## src/logic/adcwt_pkg.sv

```systemverilog
package adcwt_pkg;
  // Register indices; the bus byte address is four times the index
  localparam logic [7:0] IDX_MAIN_CONTROL = 8'h00;
  localparam logic [7:0] IDX_ACCUM_CONTROL = 8'h01;
  localparam logic [7:0] IDX_REF_PRESCALE = 8'h02;
  localparam logic [7:0] IDX_DELAY_CONTROL = 8'h03;
  localparam logic [7:0] IDX_WINDOW_MODE = 8'h04;
  localparam logic [7:0] IDX_SAMPLE_LENGTH = 8'h05;
  localparam logic [7:0] IDX_CHANNEL_SELECT = 8'h06;
  localparam logic [7:0] IDX_CONV_COMMAND = 8'h08;
  localparam logic [7:0] IDX_EVENT_CONTROL = 8'h09;
  localparam logic [7:0] IDX_INT_ENABLE = 8'h0a;
  localparam logic [7:0] IDX_INT_FLAGS = 8'h0b;
  localparam logic [7:0] IDX_DEBUG_CONTROL = 8'h0c;
  localparam logic [7:0] IDX_BYTE_SCRATCH = 8'h0d;
  localparam logic [7:0] IDX_RESULT = 8'h10;
  localparam logic [7:0] IDX_LOWER_THRESHOLD = 8'h12;
  localparam logic [7:0] IDX_UPPER_THRESHOLD = 8'h14;
  localparam logic [7:0] IDX_STATUS = 8'h16;
  localparam logic [7:0] IDX_UNMAPPED = 8'hff;
  localparam int IDX_ADDR_LSB = 2;
  localparam int IDX_ADDR_MSB = 9;

  // Writable bits of each masked byte register
  localparam logic [7:0] MASK_MAIN_CONTROL = 8'h85;
  localparam logic [7:0] MASK_ACCUM_CONTROL = 8'h07;
  localparam logic [7:0] MASK_REF_PRESCALE = 8'h77;
  localparam logic [7:0] MASK_SAMPLE_LENGTH = 8'h1f;
  localparam logic [7:0] MASK_CHANNEL_SELECT = 8'h1f;
  localparam logic [7:0] MASK_SINGLE_BIT = 8'h01;
  localparam logic [7:0] MASK_INT_BITS = 8'h03;

  // Field positions
  localparam int RUN_IN_STANDBY_BIT = 7;
  localparam int RESOLUTION_SELECT_BIT = 2;
  localparam int ENABLE_BIT = 0;
  localparam int START_CONVERSION_BIT = 0;
  localparam int EVENT_START_ENABLE_BIT = 0;
  localparam int RESULT_READY_BIT = 0;
  localparam int WINDOW_MATCH_BIT = 1;
  localparam int ASDV_BIT = 4;
  localparam int STATUS_BUSY_BIT = 0;
  localparam int STATUS_INVALID_BIT = 1;
  localparam int STATUS_TOUCH_BIT = 2;
  localparam int HTRANS_ACTIVE_BIT = 1;

  // Reset values
  localparam logic [7:0] BYTE_RESET = 8'h00;
  localparam logic [15:0] WORD_RESET = 16'h0000;

  // Window modes
  localparam logic [2:0] WIN_NONE = 3'h0;
  localparam logic [2:0] WIN_BELOW = 3'h1;
  localparam logic [2:0] WIN_ABOVE = 3'h2;
  localparam logic [2:0] WIN_INSIDE = 3'h3;
  localparam logic [2:0] WIN_OUTSIDE = 3'h4;

  // Accumulation and delay codes
  localparam logic [2:0] ACC_MAX_CODE = 3'h6;
  localparam logic [2:0] DLY_MAX_CODE = 3'h5;
  localparam logic [8:0] DLY_BASE_TICKS = 9'h010;

  typedef enum logic [1:0] {ST_IDLE, ST_INIT, ST_ISSUE, ST_WAIT} adcwt_state_t;
endpackage

```

## src/logic/adcwt_top.sv

```systemverilog
// Decided for this implementation: the AHB-Lite register port.
`timescale 1ns/1ps
module adcwt_top (
  input wire logic CORE_CLK,
  input wire logic RESET_N,
  input wire logic HSEL,
  input wire logic [31:0] HADDR,
  input wire logic [1:0] HTRANS,
  input wire logic HWRITE,
  input wire logic [2:0] HSIZE,
  input wire logic [31:0] HWDATA,
  input wire logic HREADY,
  output logic HREADYOUT,
  output logic HRESP,
  output logic [31:0] HRDATA,
  input wire logic EVENT_IN,
  input wire logic SLEEP_STANDBY,
  input wire logic SLEEP_POWERDOWN,
  input wire logic TOUCH_ENABLE,
  input wire logic SAR_DONE,
  input wire logic [9:0] SAR_DATA,
  output logic SAR_START,
  output logic [4:0] SAR_CHANNEL,
  output logic CLK_REQUEST,
  output logic IRQ_RESULT_READY,
  output logic IRQ_WINDOW_MATCH
);
  // Bus slave state
  logic wr_pend_q, wr_pend_d;
  logic [7:0] wr_idx_q, wr_idx_d;
  logic [31:0] hrdata_q, hrdata_d;
  logic rd_accept, wr_accept, res_read;
  logic [7:0] a_idx;

  // Software registers
  logic [7:0] main_q, main_d, accum_q, accum_d, refpre_q, refpre_d;
  logic [7:0] delay_q, delay_d, sampl_q, sampl_d, chan_q, chan_d;
  logic [7:0] evctl_q, evctl_d, inten_q, inten_d, dbg_q, dbg_d, scratch_q, scratch_d;
  logic [2:0] mode_q, mode_d;
  logic [15:0] lower_q, lower_d, upper_q, upper_d;

  // Conversion state
  adcwt_pkg::adcwt_state_t state_q, state_d;
  logic start_q, start_d, active_q, active_d, standby_q, standby_d, event_q, event_d;
  logic init_pend_q, init_pend_d, halted_q, halted_d, invalid_q, invalid_d;
  logic [8:0] presc_cnt_q, presc_cnt_d, dly_cnt_q, dly_cnt_d;
  logic [5:0] samp_cnt_q, samp_cnt_d;
  logic [15:0] acc_q, acc_d, res_q, res_d;
  logic [1:0] flags_q, flags_d;
  logic sar_start_q, sar_start_d, clk_req_q, clk_req_d;
  logic irq_rdy_q, irq_rdy_d, irq_win_q, irq_win_d;

  logic active, ev_rise, adc_tick, last_sample, result_write, win_hit_now, sample_done;
  logic sw_start, cmd_write, flag_clr_rdy, flag_clr_win;
  logic [8:0] presc_lim, dly_lim;
  logic [5:0] samp_lim;
  logic [2:0] acc_code, dly_code;
  logic [15:0] sample, acc_sum;

  function automatic logic window_hit(input logic [2:0] m, input logic [15:0] r,
                                      input logic [15:0] lo, input logic [15:0] hi);
    case (m)
      adcwt_pkg::WIN_BELOW: window_hit = r < lo;
      adcwt_pkg::WIN_ABOVE: window_hit = r > hi;
      adcwt_pkg::WIN_INSIDE: window_hit = (lo < r) && (r < hi);
      adcwt_pkg::WIN_OUTSIDE: window_hit = (r < lo) || (r > hi);
      default: window_hit = 1'b0;
    endcase
  endfunction

  // Bus slave: zero wait states, read data launched from the address phase
  always_comb begin
    a_idx = HADDR[adcwt_pkg::IDX_ADDR_MSB:adcwt_pkg::IDX_ADDR_LSB];
    if (HADDR[1:0] != 2'h0) begin
      a_idx = adcwt_pkg::IDX_UNMAPPED;
    end
    rd_accept = HSEL & HTRANS[adcwt_pkg::HTRANS_ACTIVE_BIT] & HREADY & ~HWRITE;
    wr_accept = HSEL & HTRANS[adcwt_pkg::HTRANS_ACTIVE_BIT] & HREADY & HWRITE;
    res_read = rd_accept && (a_idx == adcwt_pkg::IDX_RESULT);
    wr_pend_d = wr_accept;
    wr_idx_d = wr_accept ? a_idx : wr_idx_q;
    hrdata_d = hrdata_q;
    if (rd_accept) begin
      hrdata_d = 32'h0000_0000;
      case (a_idx)
        adcwt_pkg::IDX_MAIN_CONTROL: hrdata_d[7:0] = main_q;
        adcwt_pkg::IDX_ACCUM_CONTROL: hrdata_d[7:0] = accum_q;
        adcwt_pkg::IDX_REF_PRESCALE: hrdata_d[7:0] = refpre_q;
        adcwt_pkg::IDX_DELAY_CONTROL: hrdata_d[7:0] = delay_q;
        adcwt_pkg::IDX_WINDOW_MODE: hrdata_d[2:0] = mode_q;
        adcwt_pkg::IDX_SAMPLE_LENGTH: hrdata_d[7:0] = sampl_q;
        adcwt_pkg::IDX_CHANNEL_SELECT: hrdata_d[7:0] = chan_q;
        adcwt_pkg::IDX_CONV_COMMAND: hrdata_d[adcwt_pkg::START_CONVERSION_BIT] = start_q;
        adcwt_pkg::IDX_EVENT_CONTROL: hrdata_d[7:0] = evctl_q;
        adcwt_pkg::IDX_INT_ENABLE: hrdata_d[7:0] = inten_q;
        adcwt_pkg::IDX_INT_FLAGS: hrdata_d[1:0] = flags_q;
        adcwt_pkg::IDX_DEBUG_CONTROL: hrdata_d[7:0] = dbg_q;
        adcwt_pkg::IDX_BYTE_SCRATCH: hrdata_d[7:0] = scratch_q;
        adcwt_pkg::IDX_RESULT: hrdata_d[15:0] = res_q;
        adcwt_pkg::IDX_LOWER_THRESHOLD: hrdata_d[15:0] = lower_q;
        adcwt_pkg::IDX_UPPER_THRESHOLD: hrdata_d[15:0] = upper_q;
        adcwt_pkg::IDX_STATUS: begin
          hrdata_d[adcwt_pkg::STATUS_BUSY_BIT] = state_q != adcwt_pkg::ST_IDLE;
          hrdata_d[adcwt_pkg::STATUS_INVALID_BIT] = invalid_q;
          hrdata_d[adcwt_pkg::STATUS_TOUCH_BIT] = TOUCH_ENABLE;
        end
        default: hrdata_d = 32'h0000_0000;
      endcase
    end
  end

  always_ff @(posedge CORE_CLK) begin
    if (!RESET_N) begin
      wr_pend_q <= 1'b0;
      wr_idx_q <= adcwt_pkg::IDX_UNMAPPED;
      hrdata_q <= 32'h0000_0000;
      HREADYOUT <= 1'b0;
      HRESP <= 1'b0;
    end else begin
      wr_pend_q <= wr_pend_d;
      wr_idx_q <= wr_idx_d;
      hrdata_q <= hrdata_d;
      HREADYOUT <= 1'b1;
      HRESP <= 1'b0;
    end
  end
  assign HRDATA = hrdata_q;

  // Software registers, written in the data phase
  always_comb begin
    main_d = main_q;
    accum_d = accum_q;
    refpre_d = refpre_q;
    delay_d = delay_q;
    mode_d = mode_q;
    sampl_d = sampl_q;
    chan_d = chan_q;
    evctl_d = evctl_q;
    inten_d = inten_q;
    dbg_d = dbg_q;
    scratch_d = scratch_q;
    lower_d = lower_q;
    upper_d = upper_q;
    cmd_write = 1'b0;
    flag_clr_rdy = 1'b0;
    flag_clr_win = 1'b0;
    // Sampling delay steps after every sample when variation is on
    if (sample_done && delay_q[adcwt_pkg::ASDV_BIT]) begin
      delay_d[3:0] = delay_q[3:0] + 4'h1;
    end
    if (wr_pend_q) begin
      case (wr_idx_q)
        adcwt_pkg::IDX_MAIN_CONTROL: main_d = HWDATA[7:0] & adcwt_pkg::MASK_MAIN_CONTROL;
        adcwt_pkg::IDX_ACCUM_CONTROL: accum_d = HWDATA[7:0] & adcwt_pkg::MASK_ACCUM_CONTROL;
        adcwt_pkg::IDX_REF_PRESCALE: refpre_d = HWDATA[7:0] & adcwt_pkg::MASK_REF_PRESCALE;
        adcwt_pkg::IDX_DELAY_CONTROL: delay_d = HWDATA[7:0];
        adcwt_pkg::IDX_WINDOW_MODE: begin
          if (HWDATA[7:0] <= {5'h00, adcwt_pkg::WIN_OUTSIDE}) begin
            mode_d = HWDATA[2:0];
          end
        end
        adcwt_pkg::IDX_SAMPLE_LENGTH: sampl_d = HWDATA[7:0] & adcwt_pkg::MASK_SAMPLE_LENGTH;
        adcwt_pkg::IDX_CHANNEL_SELECT: chan_d = HWDATA[7:0] & adcwt_pkg::MASK_CHANNEL_SELECT;
        adcwt_pkg::IDX_CONV_COMMAND: cmd_write = HWDATA[adcwt_pkg::START_CONVERSION_BIT];
        adcwt_pkg::IDX_EVENT_CONTROL: evctl_d = HWDATA[7:0] & adcwt_pkg::MASK_SINGLE_BIT;
        adcwt_pkg::IDX_INT_ENABLE: inten_d = HWDATA[7:0] & adcwt_pkg::MASK_INT_BITS;
        adcwt_pkg::IDX_INT_FLAGS: begin
          flag_clr_rdy = HWDATA[adcwt_pkg::RESULT_READY_BIT];
          flag_clr_win = HWDATA[adcwt_pkg::WINDOW_MATCH_BIT];
        end
        adcwt_pkg::IDX_DEBUG_CONTROL: dbg_d = HWDATA[7:0] & adcwt_pkg::MASK_SINGLE_BIT;
        adcwt_pkg::IDX_BYTE_SCRATCH: scratch_d = HWDATA[7:0];
        adcwt_pkg::IDX_LOWER_THRESHOLD: lower_d = HWDATA[15:0];
        adcwt_pkg::IDX_UPPER_THRESHOLD: upper_d = HWDATA[15:0];
        default: cmd_write = 1'b0;
      endcase
    end
  end

  always_ff @(posedge CORE_CLK) begin
    if (!RESET_N) begin
      main_q <= adcwt_pkg::BYTE_RESET;
      accum_q <= adcwt_pkg::BYTE_RESET;
      refpre_q <= adcwt_pkg::BYTE_RESET;
      delay_q <= adcwt_pkg::BYTE_RESET;
      mode_q <= adcwt_pkg::WIN_NONE;
      sampl_q <= adcwt_pkg::BYTE_RESET;
      chan_q <= adcwt_pkg::BYTE_RESET;
      evctl_q <= adcwt_pkg::BYTE_RESET;
      inten_q <= adcwt_pkg::BYTE_RESET;
      dbg_q <= adcwt_pkg::BYTE_RESET;
      scratch_q <= adcwt_pkg::BYTE_RESET;
      lower_q <= adcwt_pkg::WORD_RESET;
      upper_q <= adcwt_pkg::WORD_RESET;
    end else begin
      main_q <= main_d;
      accum_q <= accum_d;
      refpre_q <= refpre_d;
      delay_q <= delay_d;
      mode_q <= mode_d;
      sampl_q <= sampl_d;
      chan_q <= chan_d;
      evctl_q <= evctl_d;
      inten_q <= inten_d;
      dbg_q <= dbg_d;
      scratch_q <= scratch_d;
      lower_q <= lower_d;
      upper_q <= upper_d;
    end
  end

  // Conversion sequencer
  always_comb begin
    active = main_q[adcwt_pkg::ENABLE_BIT] & ~TOUCH_ENABLE
             & ~(SLEEP_STANDBY & ~main_q[adcwt_pkg::RUN_IN_STANDBY_BIT]);
    ev_rise = EVENT_IN & ~event_q;
    // Software starts are refused in standby: only events may start there
    sw_start = cmd_write & ~SLEEP_STANDBY;
    presc_lim = 9'((9'h002 << refpre_q[2:0]) - 9'h001);
    adc_tick = presc_cnt_q == presc_lim;
    acc_code = (accum_q[2:0] > adcwt_pkg::ACC_MAX_CODE) ? 3'h0 : accum_q[2:0];
    samp_lim = 6'((7'h01 << acc_code) - 7'h01);
    dly_code = delay_q[7:5];
    dly_lim = 9'((adcwt_pkg::DLY_BASE_TICKS << (dly_code - 3'h1)) - 9'h001);
    last_sample = samp_cnt_q == samp_lim;
    sample = main_q[adcwt_pkg::RESOLUTION_SELECT_BIT] ? {8'h00, SAR_DATA[9:2]}
                                                      : {6'h00, SAR_DATA};
    acc_sum = acc_q + sample;
    state_d = state_q;
    start_d = start_q;
    presc_cnt_d = presc_cnt_q;
    dly_cnt_d = dly_cnt_q;
    samp_cnt_d = samp_cnt_q;
    acc_d = acc_q;
    res_d = res_q;
    halted_d = halted_q;
    invalid_d = invalid_q;
    sar_start_d = 1'b0;
    sample_done = 1'b0;
    result_write = 1'b0;
    active_d = active;
    standby_d = SLEEP_STANDBY;
    event_d = EVENT_IN;
    init_pend_d = init_pend_q | (active & ~active_q) | (active & SLEEP_STANDBY & ~standby_q);
    if (active && (sw_start || (ev_rise && evctl_q[adcwt_pkg::EVENT_START_ENABLE_BIT]))) begin
      start_d = 1'b1;
    end
    if (!active) begin
      state_d = adcwt_pkg::ST_IDLE;
      start_d = 1'b0;
      presc_cnt_d = 9'h000;
    end else if (SLEEP_POWERDOWN) begin
      // Sequencer state and counters freeze; a conversion in progress is marked halted
      halted_d = halted_q | (state_q != adcwt_pkg::ST_IDLE);
    end else begin
      if (state_q != adcwt_pkg::ST_IDLE) begin
        presc_cnt_d = adc_tick ? 9'h000 : 9'(presc_cnt_q + 9'h001);
      end
      case (state_q)
        adcwt_pkg::ST_IDLE: begin
          presc_cnt_d = 9'h000;
          if (start_q) begin
            acc_d = adcwt_pkg::WORD_RESET;
            samp_cnt_d = 6'h00;
            dly_cnt_d = 9'h000;
            halted_d = 1'b0;
            init_pend_d = 1'b0;
            if (init_pend_q && dly_code != 3'h0 && dly_code <= adcwt_pkg::DLY_MAX_CODE) begin
              state_d = adcwt_pkg::ST_INIT;
            end else begin
              state_d = adcwt_pkg::ST_ISSUE;
            end
          end
        end
        adcwt_pkg::ST_INIT: begin
          if (adc_tick) begin
            dly_cnt_d = 9'(dly_cnt_q + 9'h001);
            if (dly_cnt_q == dly_lim) begin
              state_d = adcwt_pkg::ST_ISSUE;
            end
          end
        end
        adcwt_pkg::ST_ISSUE: begin
          if (adc_tick) begin
            sar_start_d = 1'b1;
            state_d = adcwt_pkg::ST_WAIT;
          end
        end
        adcwt_pkg::ST_WAIT: begin
          if (SAR_DONE) begin
            sample_done = 1'b1;
            acc_d = acc_sum;
            if (last_sample) begin
              result_write = 1'b1;
              res_d = acc_sum;
              invalid_d = halted_q;
              start_d = 1'b0;
              state_d = adcwt_pkg::ST_IDLE;
            end else begin
              samp_cnt_d = 6'(samp_cnt_q + 6'h01);
              state_d = adcwt_pkg::ST_ISSUE;
            end
          end
        end
        default: state_d = adcwt_pkg::ST_IDLE;
      endcase
    end
    // Window result is judged on the value being written, never on stale data
    win_hit_now = result_write && window_hit(mode_q, acc_sum, lower_q, upper_q);
    // A new event outranks a clear landing in the same cycle
    flags_d[adcwt_pkg::RESULT_READY_BIT] = result_write
      | (flags_q[adcwt_pkg::RESULT_READY_BIT] & ~flag_clr_rdy & ~res_read);
    flags_d[adcwt_pkg::WINDOW_MATCH_BIT] = win_hit_now
      | (flags_q[adcwt_pkg::WINDOW_MATCH_BIT] & ~flag_clr_win);
    irq_rdy_d = flags_d[adcwt_pkg::RESULT_READY_BIT] & inten_d[adcwt_pkg::RESULT_READY_BIT];
    irq_win_d = flags_d[adcwt_pkg::WINDOW_MATCH_BIT] & inten_d[adcwt_pkg::WINDOW_MATCH_BIT];
    clk_req_d = SLEEP_STANDBY & ((state_d != adcwt_pkg::ST_IDLE) | start_d);
  end

  always_ff @(posedge CORE_CLK) begin
    if (!RESET_N) begin
      state_q <= adcwt_pkg::ST_IDLE;
      start_q <= 1'b0;
      active_q <= 1'b0;
      standby_q <= 1'b0;
      event_q <= 1'b0;
      init_pend_q <= 1'b0;
      halted_q <= 1'b0;
      invalid_q <= 1'b0;
      presc_cnt_q <= 9'h000;
      dly_cnt_q <= 9'h000;
      samp_cnt_q <= 6'h00;
      acc_q <= adcwt_pkg::WORD_RESET;
      res_q <= adcwt_pkg::WORD_RESET;
      flags_q <= 2'h0;
      sar_start_q <= 1'b0;
      clk_req_q <= 1'b0;
      irq_rdy_q <= 1'b0;
      irq_win_q <= 1'b0;
    end else begin
      state_q <= state_d;
      start_q <= start_d;
      active_q <= active_d;
      standby_q <= standby_d;
      event_q <= event_d;
      init_pend_q <= init_pend_d;
      halted_q <= halted_d;
      invalid_q <= invalid_d;
      presc_cnt_q <= presc_cnt_d;
      dly_cnt_q <= dly_cnt_d;
      samp_cnt_q <= samp_cnt_d;
      acc_q <= acc_d;
      res_q <= res_d;
      flags_q <= flags_d;
      sar_start_q <= sar_start_d;
      clk_req_q <= clk_req_d;
      irq_rdy_q <= irq_rdy_d;
      irq_win_q <= irq_win_d;
    end
  end

  assign SAR_START = sar_start_q;
  assign SAR_CHANNEL = chan_q[4:0];
  assign CLK_REQUEST = clk_req_q;
  assign IRQ_RESULT_READY = irq_rdy_q;
  assign IRQ_WINDOW_MATCH = irq_win_q;
endmodule

```

## config.mk

```make
export PLATFORM = sky130hd
export DESIGN_NAME = adcwt_top
export DESIGN_NICKNAME = d
export VERILOG_FILES = /design/src/logic/adcwt_pkg.sv /design/src/logic/adcwt_top.sv
export SDC_FILE = /design/constraint.sdc
export NUM_CORES = 1
export LEC_CHECK = 0
export BUFFER_PORTS_ARGS = -buffer_cell sky130_fd_sc_hd__buf_2
export CAP_MARGIN = 25
export CORE_MARGIN = 2
export CORE_UTILIZATION = 35
export CTS_BUF_LIST = sky130_fd_sc_hd__clkbuf_4 sky130_fd_sc_hd__clkbuf_8
export CTS_CLUSTER_DIAMETER = 40
export CTS_CLUSTER_SIZE = 30
export DETAILED_ROUTE_END_ITERATION = 8
export PLACE_DENSITY = 0.51
export SLEW_MARGIN = 25
export SYNTH_ARGS = -nofsm -noshare
export SYNTH_HDL_FRONTEND = slang
export SYNTH_SLANG_ARGS = --single-unit
```

## constraint.sdc

```tcl
create_clock -name CORE_CLK -period 5.5 [get_ports CORE_CLK]
set_input_delay 0.275 -clock CORE_CLK [delete_from_list [all_inputs] [get_ports CORE_CLK]]
set_output_delay 0.275 -clock CORE_CLK [all_outputs]
set_load 0.01 [all_outputs]
```

* Yosys cells after proc, flatten, opt, wreduce, memory -nomap -nowiden
Index checks and enable logic that the tools add are counted.
Storage, ports and cells: flip-flop bits (word level) 174, input bits 89
Operators by class: shift operators 3, order comparisons 7, equality and inequality tests 44, reductions and logical operators 42, mux-type cells 67, $add $sub $neg 9, bitwise operators 39
Operator list (number):
- $eq 8x4->1 const B | 12
- $eq 8x3->1 const B | 6
- $eq 8x5->1 const B | 6
- $lt 16x16->1 | 3
- $mux 9 | 5
- $pmux 5 s9 | 1
- $eq 8x2->1 const B | 4
- $mux 16 | 2
- $pmux 16 s2 | 1
- $mux 1 | 30
- $reduce_and 2->1 | 13
- $pmux 8 s3 | 1
- $mux 2 | 11
- $add 9x1->9 const B | 2
- $and 1x1->1 | 18
- $eq 9x9->1 | 2
- $mux 6 | 3
- $pmux 9 s2 | 1
- $sub 9x1->9 const B | 2
- $pmux 1 s17 | 1
- $add 16x10->16 | 1
- $eq 8x1->1 const B | 2
- $gt 16x16->1 | 1
- $logic_not 8->1 | 2
- other kinds (37) | 81

* Depth between registers and ports, before layout
Gate-level depths: netlist (run 1).
depth after elaboration 14, mapped depth 18

* Worst setup path before layout (run 1)
No wires, ideal clock.
path kind flip-flop to flip-flop, from register main_q[2], to register irq_win_q, in the netlist IRQ_WINDOW_MATCH, cell stages (with the launch flop) 19, setup slack 0.926 ns, period minus slack after synthesis 4.574 ns, library setup time 0.114 ns, buffers on the path 1, data arrival time 4.460 ns, cells stage by stage dfxtp_1 clkbuf_1 mux2_2 ha_1 fa_1 a21o_1 a21oi_1 o21ai_0 a311o_1 and2_1 xor2_1 ha_1 nand3_1 nor4_1 a21boi_0 o31ai_1 a21oi_1 o211ai_1 a2111oi_0
Between the ends: word-level cells in the longest chain between the ends 8, elaborated cells on any way between the ends 12
Ends and longest elaborated chain:
- start: declaration | line adcwt_top.sv:36 | logic [7:0] main_q, main_d, accum_q, accum_d, refpre_q, refpre_d;
- start signal: assignment | line adcwt_top.sv:182 | main_q <= adcwt_pkg::BYTE_RESET;
- start signal: assignment | line adcwt_top.sv:196 | main_q <= main_d;
- $mux 10 * | line adcwt_top.sv:226 | sample = main_q[adcwt_pkg::RESOLUTION_SELECT_BIT] ? {8'h00, SAR_DATA[9:2]}
- $add 16x10->16 * | line adcwt_top.sv:228 | acc_sum = acc_q + sample;
- named net acc_sum[12] | line adcwt_top.sv:58 | logic [15:0] sample, acc_sum;
- $lt 16x16->1 (tied with other cells) | line adcwt_top.sv:63, adcwt_top.sv:66
- $logic_or 1x1->1 / $logic_and 1x1->1 (equally long branches) | line adcwt_top.sv:66, adcwt_top.sv:65
- $pmux 1 s4 * | line adcwt_top.sv:62 | case (m)
- $logic_and 1x1->1 * | line adcwt_top.sv:309 | win_hit_now = result_write && window_hit(mode_q, acc_sum, lower_q, upper_q);
- $or 1x1->1 * | line adcwt_top.sv:314 | | (flags_q[adcwt_pkg::WINDOW_MATCH_BIT] & ~flag_clr_win);
- $and 1x1->1 * | line adcwt_top.sv:316 | irq_win_d = flags_d[adcwt_pkg::WINDOW_MATCH_BIT] & inten_d[adcwt_pkg::WINDOW_MATCH_BIT];
- end signal: assignment | line adcwt_top.sv:358 | irq_win_q <= irq_win_d;
- end: declaration | line adcwt_top.sv:51 | logic irq_rdy_q, irq_rdy_d, irq_win_q, irq_win_d;
The timed path passes the listed nets; every way through them passes the cells marked *. A chain may end at the register's enable or synchronous reset.

* Worst setup path in the final report (run 1)
Ends and elaborated chain as after synthesis.

==> impl_results.md, run 1 <==
- Pwr Total: 2.33 mW
- CTS tree: yes
- Root Buffer Master: clkbuf_8
- Post-DP HPWL: 20,900 µm
- Top-count cell post-synth: dfxtp_1
- Die H: 171 µm
- Post-CTS Setup Inserts: 0
- Die ar.: 29,400 µm²
- Worst EP arrival: 5330 ps
- Iteration-0 DRC Markers: 580
- Die width: 171 µm
- First-pass GRT wire length: 45,200 µm
- ANT nets after route: 0
- M3 GR Usage: 2.76%
- H-tree depth: 4
- Core area: 27,700 µm²
- Layout cell share with drive strength beyond 1: 12.3%
- Crit path max fanout: 9
- RSZ-0062 raised after global routing: no
- Dominant cell type by area after synthesis: dfxtp_1
- Grt met2 use: 33.2%
- Largest cells by area after synthesis: dfxtp_1, mux2i_1, nor2_1
- ANT cells: 0
- Achievable frequency: 0.202 GHz
- Max clock buf depth: 2
- Final period util: 90.1%
- IO Count: 132
- Final hold vios: 0
- Total Wirelength: 28,600 µm
- Synth top area share: 35.5%
- Port buffer count: 72
- Num rows: 61
- Clk sinks: 174
- Synthesized area per cell: 8.27 µm²
- Max_cap viols: 0
- Final slew viol count: 0
- Finish-stage setup viols: 0
- Final Wtd Congestion: 0.837
- Seq cells post-synth: 174
- CP Capture Type: flip-flop
- Post-route DRC: 0
- Drt via density: 5.39
- Largest net degree at the start of global routing: 67
- Final net count: 1,360
- Initial antenna violation count: 0
- Layout area overhead: 10.4%
- Synth warn: 0
- Worst-path clk slew: 100 ps
- Post-synth EDFFs: 0
- Synth top cells by count: dfxtp_1, nor2_1, nand2_1, mux2i_1, a21oi_1
- Avg WL per Cell: 17.7 µm
- Register area share after synthesis: 35.5%
- Max-slew headroom: 35.3%
- Gr ovfl total: 0
- Synthesized instance count: 1,185
- Result of the run: complete, no violations
- Hold Crit Class: in -> reg
- Final clock skew: 16.9 ps
- CP startpoint kind: flip-flop
- Vias in the first global route: 8,158
- CTS buffer count: 17
- Worst skew pair latency: 480 ps
- Critical path required time: 5870 ps
- Min cycle time layout: 4960 ps
- Slew @ Worst Pin: 967 ps
- Post-synth ARST share: 0%
- VDD IR max: 0.000166 V
- Vias: 8,687
- Setup CP Type: reg -> reg
- Mapped Area: 9800 µm²
- LEAKAGE: 4.29 nW
- Gr busiest metal: met2
- Count of cell types in the netlist: 80
- Initial core utilization: 35.4%
- Tot GR Track Use: 19.9%
- Synth Flop Type: dfxtp_1
- Sum of negative setup slack: 0 ps
- DRT Pass-1 Iters: 7
- GR Layer Usage met1: 26.8%
- Power per cell area: 216 nW/µm²
-- worst max-delay path, stage by stage (launching register included) --
cell,delay [ps]
dfxtp_1,470
buf_4,220
mux2_2,370
fa_1,420
a21o_1,190
a21oi_1,240
o21ai_0,180
a311o_1,370
and2_1,220
xor2_1,200
ha_1,340
nand3_1,140
nor4_2,320
a21boi_0,290
o31ai_1,150
a21oi_1,170
o211ai_1,120
a2111oi_1,420
-- through the flow --
stage / cell area, µm² / setup WS [ps] / hold slack (ps) / cells / utilization [%]
finish: 10800 / 544 / 39.7 / 1613 / 39.1
global route: 10800 / 43.7 / 32.9 / 1613 / 39.1
CTS: 10800 / 379 / 6.50 / 1613 / 39.0
detailed placement: 10400 / 419 / 441 / 1580 / 37.6
global placement: 10400 / 535 / 437 / 1580 / 37.6
floorplan: 9860 / 926 / 303 / 1201 / -
-- power by group --
group          internal [mW]  switching, mW  total, mW
registers               1.26        0.00202       1.26
logic                 0.0449         0.0994      0.144
clock network          0.413          0.513      0.926
total                   1.72          0.615       2.33
-- flip-flops by register name (all words and copies together) (netlist names), 5 cells and up --
name,cells
HRDATA,16
samp_cnt_q,6
presc_cnt_q,9
chan_q,5
delay_q,8
lower_q,16
acc_q,16
scratch_q,8
wr_idx_q,8
sampl_q,5
upper_q,16
dly_cnt_q,9
refpre_q,6
res_q,16
-- layout make-up --
cell class,count,area [µm²]
fillers,2927,16900
multi-input cells,895,5830
flip-flops and latches,174,3480
well taps,378,473
repair buffers,83,445
clock buffers,22,290
inverters,51,194
clock inverters,10,103
-- cells by family after synthesis --
kind of cell             Yosys count  synth area share (%)
AND/OR/NAND/NOR                  451                  22.4
multiplexers                      89                  9.19
adder cells (fa/ha/maj)           49                  6.33
other                              1                0.0383
XOR/XNOR                          26                  2.32
flip-flops                       174                  35.5
buffers and inverters            132                  5.86
AO/OA/AOI/OAI                    263                  18.4
-- cells in the final DEF (no fill, tap or decap), types with 7 or more instances in the layout --
cell type  synthesis  layout
nor2b_1           12      12
and3_1            13      13
buf_4             17      10
o21ai_0           57      57
xnor2_1           13      13
or2_2              8       8
mux2_2             8       8
nand2_1           82      81
clkbuf_8           0      20
nor2_1           162     162
nand2b_1          16      16
nor3_1            28      28
conb_1             1      17
inv_1             49      49
and2_1            19      19
mux2i_1           81      81
nand3_1           47      47
a31oi_1           10      10
a211oi_1           7       7
a22o_1            11      11
a21oi_1           58      57
xor2_1            13      13
dfxtp_1          174     174
ha_1              48      48
or3_1             19      19
buf_2             12      72
nand4_1           16      16
a22oi_1           32      32
o211ai_1           9       9
-- routing by layer --
metal | share of wire, % | wire length [µm] | vias to the layer above
li1 | - | - | 4295
met1 | 47 | 13600 | 4191
met2 | 47 | 13500 | 171
met3 | 3.6 | 1030 | 30
met4 | 1.7 | 494 | 0
met5 | 0 | 0 | -
-- path summary, 6_finish.rpt --
check | from | endpoint | slack (ps) | cells after the start
hold / removal | HWDATA[12] | lower_q[12]$_SDFFE_PN0P_ | 40 | 3
hold reg to reg | HRDATA[3]$_SDFFE_PN0P_ | HRDATA[3]$_SDFFE_PN0P_ | 450 | 2
setup / recovery | main_q[2]$_SDFFE_PN0P_ | IRQ_WINDOW_MATCH$_SDFF_PN0_ | 540 | 17
setup reg to reg | main_q[2]$_SDFFE_PN0P_ | IRQ_WINDOW_MATCH$_SDFF_PN0_ | 540 | 17
-- what timing repair did --
action	4_1_cts	5_1_grt
setup endpoints to repair	0	1
hold endpoints to repair	1	0
hold buffers	1	0
gates resized for setup	0	3
No activity file was read; power rests on OpenSTA's default activity.
==> inputs of run 2 (changes only) <==
MAX_ROUTING_LAYER = met4   (was default)
==> impl_results.md, run 2 (synthesis gave the netlist of run 1 again) <==
- Root Buffer Master: clkbuf_8
- Gr ovfl total: 0 (unchanged)
- DRT Pass-1 Iters: 5 (-2)
- Layout cell share with drive strength beyond 1: 12.3% (unchanged)
- CTS buffer count: 17 (unchanged)
- CTS tree: yes
- GR Layer Usage met1: 26.8% (-0.071 points)
- Placed insts: 1,580 (unchanged)
- Total Wirelength: 28,600 µm (about the same)
- IO Count: 132 (unchanged)
- Layout area overhead: 10.4% (unchanged)
- Port buffer count: 72 (unchanged)
- Drt via density: 5.38 (-0.12%)
- Finished Layout Cells: 1,613 (unchanged)
- Largest net degree at the start of global routing: 67 (unchanged)
- Tot GR Track Use: 20.4% (+0.56 points)
- M3 GR Usage: 2.76% (unchanged)
- Hold Crit Class: in -> reg
- VDD IR max: 0.000166 V (about the same)
- Achievable frequency: 0.200 GHz (-0.71%)
- Grt met2 use: 33.2% (about the same)
- Worst EP arrival: 5360 ps (+30 ps)
- Min cycle time layout: 4990 ps (+35.5 ps)
- Fillers: 2,927 (unchanged)
- Crit path max fanout: 9 (unchanged)
- Flip-flop and latch area: 3480 µm² (unchanged)
- Setup CP Type: reg -> reg
- Iteration-0 DRC Markers: 530 (-8.6%)
- CP startpoint kind: flip-flop
- RSZ-0062 raised after global routing: no
- Max-slew headroom: 34.9% (-0.36 points)
- Final Wtd Congestion: 0.850 (+1.6%)
- CP Capture Type: flip-flop
- Worst-path clk slew: 100 ps (about the same)
- Initial core utilization: 35.4% (unchanged)
- Num rows: 61 (unchanged)
- Finish-stage setup viols: 0 (unchanged)
- Core area: 27,700 µm² (unchanged)
- Sum of negative setup slack: 0 ps (unchanged)
- Place WS: 419 ps (unchanged)
- Final hold vios: 0 (unchanged)
- ANT nets after route: 0 (unchanged)
- Commonest non-fill, non-tap cells in the layout: dfxtp_1, nor2_1, nand2_1, mux2i_1, buf_2
- ANT cells: 0 (unchanged)
- Die ar.: 29,400 µm² (unchanged)
- Result of the run: complete, no violations
- Gr busiest metal: met2
- Final clock skew: 15.2 ps (-1.71 ps)
- Max clock buf depth: 2 (unchanged)
- Post-DP Area: 10,400 µm² (unchanged)
- Worst setup margin: 509 ps (-35.5 ps)
- Critical path required time: 5870 ps (about the same)
- LEAKAGE: 4.29 nW (unchanged)
- Final period util: 90.8% (+0.65 points)
- Vias in the first global route: 8,144 (-0.17%)
- Max_cap viols: 0 (unchanged)
- Vias: 8,677 (-0.12%)
- Clk sinks: 174 (unchanged)
- Commonest non-fill, non-tap cell in the layout: dfxtp_1
- Die width: 171 µm (unchanged)
- First-pass GRT wire length: 45,200 µm (about the same)
- Initial antenna violation count: 0 (unchanged)
- Avg WL per Cell: 17.7 µm (about the same)
- Area of the multi-input gates: 5830 µm² (unchanged)
- Final net count: 1,360 (unchanged)
- Worst skew pair latency: 480 ps (about the same)
- Final slew viol count: 0 (unchanged)
- Slew @ Worst Pin: 972 ps (+5.43 ps)
- Post-route DRC: 0 (unchanged)
- Die H: 171 µm (unchanged)
- Power per cell area: 216 nW/µm² (+0.11%)
- Post-DP HPWL: 20,900 µm (unchanged)
- Design Area, Final: 10,800 µm² (unchanged)
- H-tree depth: 4 (unchanged)
## run 2: final timing paths
kind	startpoint	endpoint	slack (ps)	cells past startpoint
worst min-delay path	HWDATA[10]	lower_q[10]$_SDFFE_PN0P_	40	3
worst max register to register	main_q[2]$_SDFFE_PN0P_	IRQ_WINDOW_MATCH$_SDFF_PN0_	510	17
worst max-delay path	main_q[2]$_SDFFE_PN0P_	IRQ_WINDOW_MATCH$_SDFF_PN0_	510	17
worst min register to register	HRDATA[3]$_SDFFE_PN0P_	HRDATA[3]$_SDFFE_PN0P_	450	2
## run 2: critical path, stage by stage, from the launching register on
cell	delay, ps
dfxtp_1	490
buf_4	230
mux2_2	370
ha_1	280
a21o_1	150
a21oi_1	250
o21bai_1	120
a2111oi_0	430
or3_1	180
xor2_1	250
inv_1	120
ha_1	330
a2111o_1	370
o311ai_1	390
and4_1	250
a311o_1	120
o211ai_1	120
a2111oi_1	420
## run 2: metrics by stage
stage / utilization [%] / hold WS, ps / total power [mW]
floorplan: - / 303 / 1.39
global placement: 37.6 / 437 / 1.44
detailed placement: 37.6 / 441 / 1.44
CTS: 39.0 / 6.50 / 2.37
global route: 39.1 / 32.9 / 2.43
finish: 39.1 / 41.4 / 2.34
## run 2: layout make-up
type                            count  area share (%)
Tap cell                          378            4.37
Clock inverter                     10           0.948
Sequential cell                   174            32.2
Clock buffer                       22            2.68
Timing Repair Buffer               83            4.12
Inverter                           51            1.79
Multi-Input combinational cell    895            53.9
## run 2: what timing repair did
action | CTS | global route
resized for setup | 0 | 3
hold buffers | 1 | 0
endpoints found under the setup margin | 0 | 1
hold endpoints to repair | 1 | 0
buffers inserted | 0 | 0
## run 2: where the power goes
group	switching (mW)	internal (mW)	total [mW]
combinational	0.0997	0.0449	0.145
sequential	0.00204	1.26	1.26
clock	0.515	0.413	0.928
## run 2: layer usage
layer,part of all wire (%),vias up
met4,1.6,0
met2,47,161
met1,47,4192
met3,3.5,27
li1,-,4297
met5,0,-
